### src/verilog/gtc_consts.svh
// Constants for the general timer with capture: offsets, fields, resets, limits.
`ifndef GTC_CONSTS_SVH
`define GTC_CONSTS_SVH

// Register byte addresses on the register port.
`define GTC_ADDR_RELOAD 32'hffff0380
`define GTC_ADDR_COUNT 32'hffff0384
`define GTC_ADDR_CTRL 32'hffff0388
`define GTC_ADDR_ICLR 32'hffff038c
`define GTC_ADDR_CAPT 32'hffff0390
`define GTC_ADDR_STAT 32'hffff0394
`define GTC_ADDR_MASK 32'hffff0398

// Reset values.
`define GTC_RST_WORD 32'h00000000
`define GTC_RST_IRQ 2'h0

// Control and status field positions.
`define GTC_CTRL_LIVE_MSB 17
`define GTC_STS_TIMEOUT 0
`define GTC_STS_CAPTURE 1

// Prescaler terminal counts (division minus one).
`define GTC_PRE_MAX_16 15'h000f
`define GTC_PRE_MAX_256 15'h00ff
`define GTC_PRE_MAX_32K 15'h7fff

// Time-of-day field limits.
`define GTC_HUND_MAX 8'h63
`define GTC_MINSEC_MAX 8'h3b
`define GTC_HOUR_MAX_23 8'h17
`define GTC_HOUR_MAX_255 8'hff

`endif

### src/verilog/gtc_pkg.sv
// Types shared by the general timer with capture.
`default_nettype none
package gtc_pkg;

  // Count format selection.
  typedef enum logic [1:0] {
    GTC_FMT_BIN = 2'b00,
    GTC_FMT_RSVD = 2'b01,
    GTC_FMT_TOD23 = 2'b10,
    GTC_FMT_TOD255 = 2'b11
  } gtc_fmt_t;

  // Prescaler source selection.
  typedef enum logic [2:0] {
    GTC_SRC_SLOW = 3'b000,
    GTC_SRC_CORE = 3'b001,
    GTC_SRC_PLL_A = 3'b010,
    GTC_SRC_PLL_B = 3'b011
  } gtc_src_t;

  // Layout of the control register, most significant field first.
  typedef struct packed {
    logic [13:0] reserved;
    logic capture_en;
    logic [4:0] event_sel;
    logic [2:0] clk_sel;
    logic count_up;
    logic enable;
    logic periodic;
    logic [1:0] format;
    logic [3:0] prescale;
  } gtc_ctrl_t;

  // One register port request.
  typedef struct packed {
    logic wr;
    logic rd;
    logic [31:0] addr;
    logic [31:0] wdata;
  } gtc_req_t;

endpackage : gtc_pkg
`default_nettype wire

### src/verilog/gtc_timer.sv
// General-purpose 32-bit timer with prescaler, time-of-day format and event capture.
//
// Contract
// - Thirty-two bit unsigned counter, up or down.
// - Control bit 8 chooses up; reset down.
// - Bits 11:9 choose slow, core or PLL.
// - Bits 3:0 divide by 1, 16, 256, 32768.
// - Format: binary, 23-hour or 255-hour time.
// - Each rising edge of selected event copies count, counting continues.
// - Bit 17 enables capture; bits 16:12 pick event.
// - Bit 7 enables counting; disabled after reset.
// - Bit 6 periodic, else free-running; reset free.
// - Reload on clear write, and on overflow in periodic mode.
// - Any clear write clears the timer interrupt; an overflow in the same cycle keeps it set.
// - Low power: only slow oscillator keeps counting.
// - Count and capture registers ignore writes.
//
// Decided for this implementation: the strobed register port.
`include "gtc_consts.svh"
`timescale 1ns/100ps
`default_nettype none

module gtc_timer #(
  parameter int EVT_NUM = 32
) (
  input wire logic ref_clk_in,
  input wire logic rst_n_in,
  input wire logic clk_en_in,
  input wire logic [31:0] reg_addr_in,
  input wire logic [31:0] reg_wdata_in,
  input wire logic reg_wr_in,
  input wire logic reg_rd_in,
  output logic [31:0] reg_rdata_out,
  input wire logic slow_osc_in,
  input wire logic undivided_pll_clock_in,
  input wire logic low_power_in,
  input wire logic [EVT_NUM-1:0] event_in,
  output logic irq_out
);

  // The event select field is five bits wide, so exactly 32 sources are served.
  if (EVT_NUM != 32) begin : g_bad_evt
    $error("EVT_NUM must be 32");
  end

  ////////////////////////////////////////////////////////////////////////////////
  // Reset release and input synchronisers.

  logic rst_s1_r; // First reset stage, read only by the second.
  logic rst_sync_n; // Reset used by the rest of the block.
  logic [2:0] slow_sync_r; // Slow oscillator: two sync stages plus edge history.
  logic [2:0] pll_sync_r; // PLL clock pin: two sync stages plus edge history.
  logic [1:0] lp_sync_r; // Low-power request, synchronised.
  logic [EVT_NUM-1:0] evt_s1_r; // Event first stage.
  logic [EVT_NUM-1:0] evt_s2_r; // Event second stage.
  logic [EVT_NUM-1:0] evt_s3_r; // Event history for edge detection.

  // The reset is asserted at once and released cleanly through two flops.
  always_ff @(posedge ref_clk_in or negedge rst_n_in) begin
    if (!rst_n_in) begin
      rst_s1_r <= 1'b0;
      rst_sync_n <= 1'b0;
    end else begin
      rst_s1_r <= 1'b1;
      rst_sync_n <= rst_s1_r;
    end
  end

  // Pins arrive from other domains; nothing but the second stage reads stage one.
  always_ff @(posedge ref_clk_in or negedge rst_sync_n) begin
    if (!rst_sync_n) begin
      slow_sync_r <= 3'h0;
      pll_sync_r <= 3'h0;
      lp_sync_r <= 2'h0;
      evt_s1_r <= '0;
      evt_s2_r <= '0;
      evt_s3_r <= '0;
    end else if (clk_en_in) begin
      slow_sync_r <= {slow_sync_r[1:0], slow_osc_in};
      pll_sync_r <= {pll_sync_r[1:0], undivided_pll_clock_in};
      lp_sync_r <= {lp_sync_r[0], low_power_in};
      evt_s1_r <= event_in;
      evt_s2_r <= evt_s1_r;
      evt_s3_r <= evt_s2_r;
    end
  end

  ////////////////////////////////////////////////////////////////////////////////
  // Registers and register port decode.

  gtc_pkg::gtc_req_t req; // Bundled request of this cycle.
  gtc_pkg::gtc_ctrl_t ctrl_r; // Control register.
  logic [31:0] reload_r; // Reload value register.
  logic [31:0] count_r; // Current count.
  logic [31:0] count_nxt; // Next count.
  logic [31:0] cap_r; // Captured count.
  logic [1:0] sts_r; // Sticky interrupt status.
  logic [1:0] sts_nxt; // Next status.
  logic [1:0] mask_r; // Interrupt mask, one enables.
  logic [14:0] pre_r; // Prescaler count.
  logic [31:0] rd_data_r; // Registered read data.

  assign req = '{wr: reg_wr_in, rd: reg_rd_in, addr: reg_addr_in, wdata: reg_wdata_in};

  // Write decode; writes to the count and capture addresses select nothing.
  wire wr_reload = req.wr && (req.addr == `GTC_ADDR_RELOAD);
  wire wr_ctrl = req.wr && (req.addr == `GTC_ADDR_CTRL);
  wire wr_clr = req.wr && (req.addr == `GTC_ADDR_ICLR);
  wire wr_stat = req.wr && (req.addr == `GTC_ADDR_STAT);
  wire wr_mask = req.wr && (req.addr == `GTC_ADDR_MASK);

  // Read selection; the clear register and unmapped addresses read zero.
  wire [31:0] rd_mux =
    (req.addr == `GTC_ADDR_RELOAD) ? reload_r :
    (req.addr == `GTC_ADDR_COUNT) ? count_r :
    (req.addr == `GTC_ADDR_CTRL) ? 32'(ctrl_r) :
    (req.addr == `GTC_ADDR_CAPT) ? cap_r :
    (req.addr == `GTC_ADDR_STAT) ? {30'h0, sts_r} :
    (req.addr == `GTC_ADDR_MASK) ? {30'h0, mask_r} : `GTC_RST_WORD;

  ////////////////////////////////////////////////////////////////////////////////
  // Source selection and prescaler.

  // Terminal prescaler count for a division code; undefined codes divide by one.
  function automatic logic [14:0] pre_max(input logic [3:0] code);
    case (code)
      4'b0100: pre_max = `GTC_PRE_MAX_16;
      4'b1000: pre_max = `GTC_PRE_MAX_256;
      4'b1111: pre_max = `GTC_PRE_MAX_32K;
      default: pre_max = 15'h0000;
    endcase
  endfunction : pre_max

  // Rising edges of the synchronised pins; the history stage is the only other reader.
  wire slow_edge = slow_sync_r[1] && !slow_sync_r[2];
  wire pll_edge = pll_sync_r[1] && !pll_sync_r[2];
  wire low_power = lp_sync_r[1];
  wire src_is_slow = (ctrl_r.clk_sel == gtc_pkg::GTC_SRC_SLOW);

  // Source tick; in low power only the slow oscillator keeps running.
  wire src_raw =
    (ctrl_r.clk_sel == gtc_pkg::GTC_SRC_SLOW) ? slow_edge :
    (ctrl_r.clk_sel == gtc_pkg::GTC_SRC_CORE) ? 1'b1 :
    (ctrl_r.clk_sel == gtc_pkg::GTC_SRC_PLL_A) ? pll_edge :
    (ctrl_r.clk_sel == gtc_pkg::GTC_SRC_PLL_B) ? pll_edge : 1'b0;
  wire src_tick = src_raw && (!low_power || src_is_slow);

  wire [14:0] pre_lim = pre_max(ctrl_r.prescale);
  // Greater-or-equal, not equal: a smaller division written while the count is high
  // takes effect at the next source tick instead of running the whole range again.
  wire pre_done = (pre_r >= pre_lim);
  wire cnt_tick = ctrl_r.enable && src_tick && pre_done;

  // The prescaler restarts while the timer is stopped so a restart is clean.
  always_ff @(posedge ref_clk_in or negedge rst_sync_n) begin
    if (!rst_sync_n) begin
      pre_r <= 15'h0000;
    end else if (clk_en_in) begin
      if (!ctrl_r.enable || (src_tick && pre_done)) begin
        pre_r <= 15'h0000;
      end else if (src_tick) begin
        pre_r <= pre_r + 15'h0001;
      end
    end
  end

  ////////////////////////////////////////////////////////////////////////////////
  // Counting in binary and time-of-day formats.

  // One step of the counter; bit 32 flags an overflow or underflow.
  function automatic logic [32:0] step(input logic [31:0] v, input logic up,
                                       input logic [1:0] fmt);
    logic [7:0] hr;
    logic [7:0] mn;
    logic [7:0] sc;
    logic [7:0] hu;
    logic [7:0] hmax;
    hr = v[31:24];
    mn = v[23:16];
    sc = v[15:8];
    hu = v[7:0];
    hmax = (fmt == gtc_pkg::GTC_FMT_TOD23) ? `GTC_HOUR_MAX_23 : `GTC_HOUR_MAX_255;
    if (!fmt[1]) begin
      // Binary, including the reserved code.
      if (up) begin
        step = {(v == 32'hffffffff), v + 32'h00000001};
      end else begin
        step = {(v == 32'h00000000), v - 32'h00000001};
      end
    end else if (up) begin
      // Each field carries into the next when it passes its top value.
      if (hu < `GTC_HUND_MAX) begin
        step = {1'b0, hr, mn, sc, hu + 8'h01};
      end else if (sc < `GTC_MINSEC_MAX) begin
        step = {1'b0, hr, mn, sc + 8'h01, 8'h00};
      end else if (mn < `GTC_MINSEC_MAX) begin
        step = {1'b0, hr, mn + 8'h01, 8'h00, 8'h00};
      end else if (hr < hmax) begin
        step = {1'b0, hr + 8'h01, 8'h00, 8'h00, 8'h00};
      end else begin
        step = {1'b1, 32'h00000000};
      end
    end else begin
      // Borrows refill a field at its top value.
      if (hu != 8'h00) begin
        step = {1'b0, hr, mn, sc, hu - 8'h01};
      end else if (sc != 8'h00) begin
        step = {1'b0, hr, mn, sc - 8'h01, `GTC_HUND_MAX};
      end else if (mn != 8'h00) begin
        step = {1'b0, hr, mn - 8'h01, `GTC_MINSEC_MAX, `GTC_HUND_MAX};
      end else if (hr != 8'h00) begin
        step = {1'b0, hr - 8'h01, `GTC_MINSEC_MAX, `GTC_MINSEC_MAX, `GTC_HUND_MAX};
      end else begin
        step = {1'b1, hmax, `GTC_MINSEC_MAX, `GTC_MINSEC_MAX, `GTC_HUND_MAX};
      end
    end
  endfunction : step

  // The step is worked out every cycle and used only on a counting tick.
  wire [32:0] step_res = step(count_r, ctrl_r.count_up, ctrl_r.format);
  wire ovf_evt = cnt_tick && step_res[32];

  // A clear write reloads at once; an overflow reloads only in periodic mode.
  assign count_nxt =
    wr_clr ? reload_r :
    !cnt_tick ? count_r :
    (step_res[32] && ctrl_r.periodic) ? reload_r :
    step_res[31:0];

  ////////////////////////////////////////////////////////////////////////////////
  // Capture and interrupt status.

  // Each rising edge of the selected event counts; a held level does not.
  wire evt_edge = evt_s2_r[ctrl_r.event_sel] && !evt_s3_r[ctrl_r.event_sel];
  wire cap_fire = ctrl_r.capture_en && evt_edge;

  // New events win over a clear in the same cycle, so none is lost.
  wire [1:0] sts_set = {cap_fire, ovf_evt};
  wire [1:0] sts_clr = (wr_stat ? req.wdata[1:0] : 2'h0) | {1'b0, wr_clr};
  assign sts_nxt = (sts_r & ~sts_clr) | sts_set;

  // Any request of this cycle that clears the timeout flag; the overflow check reads it.
  wire clr_timeout = sts_clr[`GTC_STS_TIMEOUT];

  // Configuration registers; reserved control bits are not stored.
  always_ff @(posedge ref_clk_in or negedge rst_sync_n) begin
    if (!rst_sync_n) begin
      ctrl_r <= gtc_pkg::gtc_ctrl_t'(`GTC_RST_WORD);
      reload_r <= `GTC_RST_WORD;
      mask_r <= `GTC_RST_IRQ;
    end else if (clk_en_in) begin
      if (wr_ctrl) begin
        ctrl_r <= gtc_pkg::gtc_ctrl_t'({14'h0, req.wdata[`GTC_CTRL_LIVE_MSB:0]});
      end
      if (wr_reload) begin
        reload_r <= req.wdata;
      end
      if (wr_mask) begin
        mask_r <= req.wdata[1:0];
      end
    end
  end

  // Counter, capture and status; writes to the count and capture addresses reach neither.
  always_ff @(posedge ref_clk_in or negedge rst_sync_n) begin
    if (!rst_sync_n) begin
      count_r <= `GTC_RST_WORD;
      cap_r <= `GTC_RST_WORD;
      sts_r <= `GTC_RST_IRQ;
    end else if (clk_en_in) begin
      count_r <= count_nxt;
      sts_r <= sts_nxt;
      if (cap_fire) begin
        cap_r <= count_r;
      end
    end
  end

  // Read data appears in the cycle after the read strobe, and only there.
  always_ff @(posedge ref_clk_in or negedge rst_sync_n) begin
    if (!rst_sync_n) begin
      rd_data_r <= `GTC_RST_WORD;
    end else if (clk_en_in) begin
      rd_data_r <= req.rd ? rd_mux : `GTC_RST_WORD;
    end
  end

  assign reg_rdata_out = rd_data_r;
  // The interrupt is an AND-OR of flops only, so no decode glitch reaches the pin.
  assign irq_out = |(sts_r & mask_r);
endmodule : gtc_timer
`default_nettype wire

### config.mk
export PLATFORM = sky130hd
export DESIGN_NAME = gtc_timer
export DESIGN_NICKNAME = d
export VERILOG_FILES = /design/src/verilog/gtc_pkg.sv /design/src/verilog/gtc_timer.sv
export VERILOG_INCLUDE_DIRS = /design/src /design/src/verilog
export SDC_FILE = /design/constraint.sdc
export NUM_CORES = 1
export LEC_CHECK = 0
export BUFFER_PORTS_ARGS = -buffer_cell sky130_fd_sc_hd__buf_2
export CAP_MARGIN = 15
export CORE_UTILIZATION = 55
export CTS_BUF_LIST = sky130_fd_sc_hd__clkbuf_2 sky130_fd_sc_hd__clkbuf_4 sky130_fd_sc_hd__clkbuf_8
export DETAILED_ROUTE_END_ITERATION = 10
export HOLD_SLACK_MARGIN = 0.02
export PLACE_DENSITY = 0.75
export SLEW_MARGIN = 15
export SYNTH_ARGS = -nofsm -noshare
export SYNTH_HDL_FRONTEND = slang
export SYNTH_SLANG_ARGS = --single-unit
### constraint.sdc
create_clock -name ref_clk_in -period 9.9 [get_ports ref_clk_in]
set_input_delay 0.495 -clock ref_clk_in [delete_from_list [all_inputs] [get_ports ref_clk_in]]
set_output_delay 0.495 -clock ref_clk_in [all_outputs]
set_load 0.005 [all_outputs]
==> results of run 1 <==
timing repair:
| action | in CTS | in global routing |
|---|---|---|
| hold buffers | 1 | 0 |
| hold endpoints to repair | 2 | 0 |
| buffers inserted | 0 | 0 |
cell families after synthesis:
family | share of synthesized area (%)
simple gates | 11.5
compound gates | 19.3
flops | 44.3
other cells | 0.0245
buf+inv | 3.67
fa+ha+maj | 4.96
xor+xnor | 2.69
mux | 13.4
sequential cells by signal, summed over array words and instances, names as in the netlist:
signal and flops:
sts_r 2, evt_s2_r 32, evt_s3_r 32, rst_sync_n 1, count_r 32, evt_s1_r 32
cap_r 32, slow_sync_r 3, reload_r 32, lp_sync_r 2, mask_r 2, pll_sync_r 3
ctrl_r 18, pre_r 15, rst_s1_r 1, reg_rdata_out 32
layout make-up:
type	instances	share of cell area [%]
Tap cell	372	2.71
Timing Repair Buffer	158	4.95
Multi-Input combinational cell	1074	46.4
Inverter	46	1.00
Clock inverter	5	0.364
Antenna cell	2	0.0291
Clock buffer	69	5.05
Sequential cell	271	39.5
worst max-delay path: stages, from the launching register on:
cell and delay (ns):
dfrtp_1 0.32, buf_4 0.39, inv_1 0.34, nor2_1 0.41
ha_1 0.31, a31o_2 0.23, a31oi_1 0.14, o21ai_0 0.15
a31o_1 0.26, a22oi_2 0.23, buf_4 0.39, a31o_2 0.42
nor2_1 0.08, a22o_1 0.20
worst paths after layout:
| kind | end | cells after the start | from |
|---|---|---|---|
| hold reg to reg | rst_sync_n | 0 | rst_s1_r |
| min in group asynchronous | rst_s1_r | 2 | rst_n_in |
| setup reg to reg | count_r[22] | 13 | ctrl_r[5] |
| setup / recovery | count_r[22] | 13 | ctrl_r[5] |
| max in group asynchronous | count_r[4] | 2 | rst_sync_n |
| hold / removal | reload_r[24] | 2 | reg_wdata_in[24] |
cell usage after synthesis (all sizes together), types with 18 or more instances:
cell type and count:
inv 46, o211ai 23, nand4 23, a22o 21, dfrtp 271, a21o 22
o21ai 99, xor2 21, ha 59, a21oi 68, xnor2 26, nor3 22
nand3 27, o32ai 18, clkbuf 73, nand2 119, o2bb2ai 31, and3 19
nor2 97, buf 22, mux2 169, a221oi 22
where the power goes:
part,total [W],switching (W),internal (W)
Combinational,0.000140,0.0000661,0.0000739
Sequential,0.00121,0.0000389,0.00117
Clock,0.00102,0.000437,0.000583
through the flow:
stage / hold slack, ns / std cells
after floorplan: 0.199 / 1486
after global placement: 0.280 / 1920
after detailed placement: 0.288 / 1920
after CTS: 0.127 / 1995
after global routing: 0.143 / 1995
final: 0.162 / 1997
layer usage:
| metal | routed length [microns] | global-route usage [%] | vias to the layer above | part of all wire [%] |
|---|---|---|---|---|
| met3 | 2410 | 4.56 | 48 | 6.1 |
| li1 | - | - | 5773 | - |
| met1 | 17700 | 40.3 | 6167 | 45 |
| met5 | 30 | 0 | - | 0.076 |
| met2 | 18600 | 45.3 | 412 | 47 |
| met4 | 576 | 6.88 | 6 | 1.5 |
==> reports/results.ini, run 1 <==
[power]
fin_total_pwr_w=0.00237
worst_ir_drop_vdd_v=0.000121
power.static_leakage_nw=7.95
power.density_cell_area_mw_per_mm2=138

[placement]
dp_hpwl_mm=27.8
placedInstanceArea_sq_mm=0.0162
preCtsSetupSlack_ns=5.96
place_congestion=0.948
placement.io_buffers=136

[layout]
register_area_sq_mm=0.00679
layout_common_cells=dfrtp_1, mux2_2, buf_2
final_core_utilization_pct=63.4
post_layout_net_count=1760
synth_to_layout_area_growth_pct=12.4
layout_commonest_cell=dfrtp_1
layout.filler_cells=2200
final_layout_size_suffix_gt1_share_pct=26.6
multi_input_comb_area_sq_mm=0.00797
area_of_all_placed_cells_without_fillers_sq_mm=0.0172

[global_routing]
groute.usage.overall_pct=28.3
globalRouteOverflowTotal=0
grt_start_max_net_pins=95
grt_pass1_wl_mm=64.5
grt_pass1_vias=12200
antenna_found_initial=5

[clock_network]
cts.repair.resized=0
total_cts_buffers=45
tritoncts_num_sinks=271
cts.htree.levels=2
cts.root.buffer_cell=clkbuf_8
ctsLongestPathBuffers=3
cts_tree=yes
clkLatencyLatePin_ns=0.56
clk_pin_slew_ns=0.06

[sta]
hold_violations=0
fin_ws_ns=5.89
tns_ns=0
finalCritPeriodShare_pct=40.5
setup_viol=0
post_route_clock_skew_ns=0.0139
timing.final.max_slew_violations=0
timing.fmax_ghz=0.250
unrepaired_setup_endpoints_after_global_routing=no
slew-limit-headroom_pct=32.4
post-route-min-period_ns=4.01
worstMarginPinSlew_ns=1.01

[synth]
synth.top_cells.by_area=dfrtp_1, mux2_2, ha_1
post_synth_top_area_cell=dfrtp_1
synth_fp_nets=1650
netlist-cell-type-count=76
postSynthRegisterBits=271
synth-async-reset-ratio_pct=100
postSynth.topFlopCell=dfrtp_1
yosys.area.top_type_share_pct=44.3
synth-edff-count=0
synthesis.area_sq_mm=0.0153
seq_total_area_yosys_pct=44.3
synthesis.area_per_instance_sq_um=10.3
synth_warnings=0
netlist_instances=1486

[floorplanning]
num_io_pins=137
initial_utilization_pct=56.4
die_h_microns=169
core_area_sq_mm=0.0271
fp.dieW_microns=169
std_cell_rows=60
floorplan.die_area_sq_mm=0.0285

[worst_setup_path]
crit_start_category=flop
r2r_slack_ns=5.89
end_kind=flop
worstPathMaxFanout=39
worst-setup-path-type=flop to flop
worst_ep_required_time_ns=10.35
cp_data_arrival_time_ns=4.46

[detailed_routing]
drcViolationCount=0
routed_via_density=6.21
final_antenna_net_count=0
routed-via-count=12400
route.final.wire_length_mm=39.4
initialDrtViolationCount=1221
first_drt_pass_iteration_count=6
routedWlPerCell_microns=19.7

[min_path]
holdCritPathClass=input port to flop

[status]
outcome=finished clean

[flow_run]
cap_viol_max_count=0

(Power assumes the default switching activity.)
==> inputs of run 2 (changes only) <==
==> constraint.sdc (replaced) <==
create_clock -name ref_clk_in -period 3.94 [get_ports ref_clk_in]
set_input_delay 0.197 -clock ref_clk_in [delete_from_list [all_inputs] [get_ports ref_clk_in]]
set_output_delay 0.197 -clock ref_clk_in [all_outputs]
set_load 0.005 [all_outputs]
==> reports/results.ini, run 2 (synthesis gave the netlist of run 1 again) <==
[worst_setup_path]
crit_start_category=flop
worstPathMaxFanout=13
end_kind=flop
cp_data_arrival_time_ns=4.04
worst-setup-path-type=flop to flop
r2r_slack_ns=0.35
crit_reg_reg_endpoint=count_r[10]
worst_ep_required_time_ns=4.39
regToRegStartpoint=count_r[16]
worst_r2r_path_depth=10

[sta]
tns_ns=0
post_route_clock_skew_ns=0.0320
timing.fmax_ghz=0.279
post-route-min-period_ns=3.59
timing.final.max_slew_violations=0
slew-limit-headroom_pct=26.0
hold_violations=0
finalCritPeriodShare_pct=91.0
worstMarginPinSlew_ns=1.11
unrepaired_setup_endpoints_after_global_routing=no
setup_viol=0

[clock_network]
clk_pin_slew_ns=0.06
total_cts_buffers=45
cts.root.buffer_cell=clkbuf_8
tritoncts_num_sinks=271
cts_tree=yes
cts.htree.levels=2
clkLatencyLatePin_ns=0.59
ctsLongestPathBuffers=3

[detailed_routing]
drcViolationCount=0
routedWlPerCell_microns=20.1
final_antenna_net_count=0
route.final.wire_length_mm=42.0
first_drt_pass_iteration_count=6
routed-via-count=12800
routed_via_density=6.15
initialDrtViolationCount=951

[power]
worst_ir_drop_vdd_v=0.000370
power.static_leakage_nw=8.36
power.density_cell_area_mw_per_mm2=342

[global_routing]
antenna_found_initial=0
grt_pass1_wl_mm=68.9
grt_start_max_net_pins=68
globalRouteOverflowTotal=0
grt_pass1_vias=13000
groute.usage.overall_pct=30.2

[placement]
dp_hpwl_mm=28.3
placedInstanceArea_sq_mm=0.0164
place_inst=1937
placement.io_buffers=136
place_congestion=0.931

[layout]
area_of_all_placed_cells_without_fillers_sq_mm=0.0181
diodes=0
post_layout_net_count=1846
final_layout_size_suffix_gt1_share_pct=26.6
layout.filler_cells=2078
layout_common_cells=dfrtp_1, mux2_2, buf_2
synth_to_layout_area_growth_pct=18.4
layout_commonest_cell=dfrtp_1
final_cell_count_no_fill=2089

[floorplanning]
core_area_sq_mm=0.0271
std_cell_rows=60
die_h_microns=169
initial_utilization_pct=56.4
fp.dieW_microns=169
num_io_pins=137
floorplan.die_area_sq_mm=0.0285

[min_path]
holdCritPathClass=input port to flop
min-delay-start=reg_rd_in
worst_hold_path.endpoint=reg_rdata_out[0]
number_of_instances_on_the_worst_hold_path=4

[status]
outcome=finished clean

[flow_run]
cap_viol_max_count=0

==> run 2: cell types whose count changed in the layout (fill, tap and decap cells not counted) <==
| cell | previous run | this run |
|---|---|---|
| clkinv_2 | 2 | 6 |
| bufinv_16 | 1 | 2 |
| buf_12 | 0 | 3 |
| clkinvlp_4 | 0 | 2 |
| dlygate4sd3_1 | 1 | 70 |
| inv_8 | 2 | 1 |
| diode_2 | 2 | 0 |
| buf_4 | 22 | 36 |
| o21ai_0 | 84 | 83 |
| inv_6 | 0 | 1 |
| o21ai_1 | 14 | 15 |
| clkinv_8 | 0 | 1 |
==> run 2: layout make-up <==
class | instances | area, sq um | area share [%]
Timing Repair Buffer | 244 | 1710 | 9.42
Tap cell | 372 | 465 | 2.57
Clock buffer | 69 | 868 | 4.79
Sequential cell | 271 | 6790 | 37.5
Inverter | 46 | 173 | 0.953
Multi-Input combinational cell | 1074 | 7970 | 44.0
Clock inverter | 13 | 141 | 0.781
==> run 2: repair_timing <==
item / CTS / global route
hold buffers: 70 / 0
endpoints found under the setup margin: 0 / 14
hold endpoints to repair: 90 / 0
resized for setup: 0 / 1
setup buffers: 0 / 0
==> run 2: worst max path at each step <==
stage	startpoint	to	slack (ns)	cells past startpoint
global placement	ctrl_r[2]	count_r[15]	0.43	13
global route	ctrl_r[0]	count_r[30]	0.11	15
floorplan	ctrl_r[8]	count_r[31]	0.50	12
CTS	ctrl_r[0]	count_r[30]	0.23	15
finish	count_r[16]	count_r[10]	0.35	10
detailed placement	ctrl_r[2]	count_r[30]	0.29	15
==> run 2: report_power, final <==
group          internal (W)  total (W)  switching, W
sequential          0.00293    0.00304      0.000102
combinational      0.000235   0.000421      0.000187
clock               0.00155    0.00274       0.00119
total               0.00472    0.00620       0.00148
==> run 2: metrics by stage <==
step | hold slack [ns] | utilization (%) | worst slack [ns] | power (W)
after CTS | 0.0754 | 66.8 | 0.232 | 0.00623
after floorplan | -0.0986 | - | 0.497 | 0.00329
after global placement | -0.0180 | 60.5 | 0.425 | 0.00342
after global routing | 0.104 | 66.8 | 0.115 | 0.00642
final | 0.104 | 66.8 | 0.354 | 0.00620
after detailed placement | -0.0131 | 60.5 | 0.287 | 0.00344
==> run 2: worst max-delay path: stages (launching register included) <==
cell and delay [ns]:
dfrtp_1 0.48, inv_1 0.12, ha_1 0.20, or4b_4 0.50
or4_4 0.48, nor3_1 0.25, a31o_1 0.17, a31o_1 0.15
a22oi_2 0.16, a21oi_2 0.54, mux2_2 0.40
==> run 2: metal layers <==
metal	wire length [microns]	part of all wire, %	track usage (%)
met5	0	0	0
met4	1300	3.1	10.8
met1	17800	42	40.5
met2	20000	48	49.0
met3	2890	6.9	5.78
==> inputs of run 3 (changes only) <==
--- a/config.mk
+++ b/config.mk
@@ -9,8 +9,8 @@
 export BUFFER_PORTS_ARGS = -buffer_cell sky130_fd_sc_hd__buf_2
 export CAP_MARGIN = 15
 export CORE_UTILIZATION = 55
-export CTS_BUF_LIST = sky130_fd_sc_hd__clkbuf_2 sky130_fd_sc_hd__clkbuf_4 sky130_fd_sc_hd__clkbuf_8
 export DETAILED_ROUTE_END_ITERATION = 10
+export GPL_TIMING_DRIVEN = 0
 export HOLD_SLACK_MARGIN = 0.02
 export PLACE_DENSITY = 0.75
 export SLEW_MARGIN = 15
==> constraint.sdc (replaced) <==
create_clock -name ref_clk_in -period 3.32 [get_ports ref_clk_in]
set_input_delay 0.166 -clock ref_clk_in [delete_from_list [all_inputs] [get_ports ref_clk_in]]
set_output_delay 0.166 -clock ref_clk_in [all_outputs]
set_load 0.005 [all_outputs]
==> reports/results.ini, run 3 (synthesis gave the netlist of run 1 again) <==
[floorplanning]
std_cell_rows=60
die_h_microns=169
fp.dieW_microns=169
num_io_pins=137
floorplan.die_area_sq_mm=0.0285
initial_utilization_pct=56.4
core_area_sq_mm=0.0271

[placement]
preCtsSetupSlack_ns=-0.967
placedInstanceArea_sq_mm=0.0166
place_congestion=0.912
placement.io_buffers=136
dp_hpwl_mm=32.8

[detailed_routing]
routed-via-count=13600
first_drt_pass_iteration_count=8
routed-wl-met3_mm=3.34
wl_met2_mm=23.4
drcViolationCount=0
routedWlPerCell_microns=22.1
highest_layer=met4
routed_via_density=6.30
met1_length_mm=19.4
route.final.wire_length_mm=47.8
initialDrtViolationCount=1416
final_antenna_net_count=0

[sta]
setup_viol=3
post-route-min-period_ns=3.33
finalCritPeriodShare_pct=100
worstMarginPinSlew_ns=0.917
timing.final.max_slew_violations=0
unrepaired_setup_endpoints_after_global_routing=yes
fin_ws_ns=-0.0115
hold_violations=0
slew-limit-headroom_pct=38.4
post_route_clock_skew_ns=0.0129
timing.fmax_ghz=0.300

[worst_setup_path]
critPathMaxStageDelay_ns=0.42
r2r_slack_ns=-0.01
cp_top_family=compound AO/OA/AOI/OAI gates
worstPathMaxFanout=10
crit_start_category=flop
crit_chain=buf_8 -> inv_1 -> nor2_4 -> ha_1 -> a31o_2 -> a31oi_2 -> o21ai_2 -> a31o_4 -> a22oi_2 -> buf_4 -> a31o_4 -> buf_4 -> nor2_2 -> a22o_1
end_kind=flop
worst-setup-path-type=flop to flop
worst_ep_required_time_ns=3.76
worst_path_max_delay_cell=dfrtp_1
cp_data_arrival_time_ns=3.77
bufs_and_invs_on_worst_path=4

[clock_network]
clk_pin_slew_ns=0.06
tritoncts_num_sinks=271
cts.root.buffer_cell=clkbuf_16
cts_tree=yes
ctsLongestPathBuffers=3
cts.htree.levels=1
clkLatencyLatePin_ns=0.55
total_cts_buffers=28

[global_routing]
grt_pass1_wl_mm=74.0
grt_start_max_net_pins=60
grt_pass1_vias=13400
antenna_found_initial=0
groute.usage.overall_pct=33.4
globalRouteOverflowTotal=0

[layout]
area_of_all_placed_cells_without_fillers_sq_mm=0.0191
diodes=0
layout_common_cells=dfrtp_1, mux2_2, buf_2
layout.filler_cells=1924
final_core_utilization_pct=70.3
post_layout_net_count=1935
final_layout_size_suffix_gt1_share_pct=28.1
layout_commonest_cell=dfrtp_1
synth_to_layout_area_growth_pct=24.6

[min_path]
holdCritPathClass=input port to flop

[status]
failed_checks=setup timing
outcome=complete, but fails checks

[power]
power.density_cell_area_mw_per_mm2=399
power.static_leakage_nw=8.67
worst_ir_drop_vdd_v=0.000475

[flow_run]
cap_viol_max_count=0

## run 3: cell count changes in the layout (fill, tap and decap cells not counted), sizes merged
cell / previous run / this run
bufinv: 2 / 6
clkbuf: 69 / 107
clkinvlp: 2 / 3
clkinv: 7 / 5
inv: 48 / 47
buf: 174 / 208
## run 3: report_power, final
group,switching [W],total [W],internal [W]
logic,0.000253,0.000544,0.000290
registers,0.000116,0.00360,0.00348
clock network,0.00134,0.00347,0.00213
## run 3: path summary, 6_finish.rpt
kind / start / to / cells after the start
hold / removal: reg_addr_in[3] / reload_r[0] / 3
setup reg to reg: ctrl_r[5] / count_r[26] / 14
min in group asynchronous: rst_sync_n / reload_r[24] / 0
hold reg to reg: rst_sync_n / reload_r[24] / 0
setup / recovery: ctrl_r[5] / count_r[26] / 14
max in group asynchronous: rst_sync_n / ctrl_r[2] / 3
## run 3: stage by stage
stage	total power [W]	setup TNS, ns	hold slack (ns)	std cells
6_report	0.00761	-0.0244	0.0925	2163
5_1_grt	0.00782	-0.616	0.0903	2163
4_1_cts	0.00761	0	0.0660	2143
3_5_place_dp	0.00412	-33.27	-0.0450	2000
3_3_place_gp	0.00406	-111.54	-0.0489	1994
2_1_floorplan	0.00391	0	-0.130	1486
## run 3: final cells by class
cell class	count	area [sq um]	share of cell area [%]
Clock buffer	37	786	4.12
Timing Repair Buffer	254	1870	9.81
Sequential cell	271	6790	35.6
Buffer	94	492	2.58
Clock inverter	13	226	1.19
Timing Repair inverter	2	15.0	0.0788
Inverter	46	184	0.965
Tap cell	372	465	2.44
Multi-Input combinational cell	1074	8230	43.2
## run 3: worst min-delay path, delay by kind of cell
family | cells | cell delay, ns
simple gates | 1 | 0.08
buf+inv | 1 | 0.14
mux | 1 | 0.22
## run 3: timing repair
action | in CTS | in global routing
endpoints found under the hold margin | 90 | 0
buffers inserted | 22 | 19
endpoints found under the setup margin | 76 | 61
cloned | 1 | 2
pin swaps | 10 | 16
gates resized for setup | 61 | 53
hold buffers | 70 | 0
## run 3: per-layer routing
metal / vias to the layer above / track usage [%]
li1: 6127 / -
met1: 6749 / 43.4
met2: 638 / 56.4
met3: 112 / 4.91
met4: 0 / 13.0
met5: - / 0
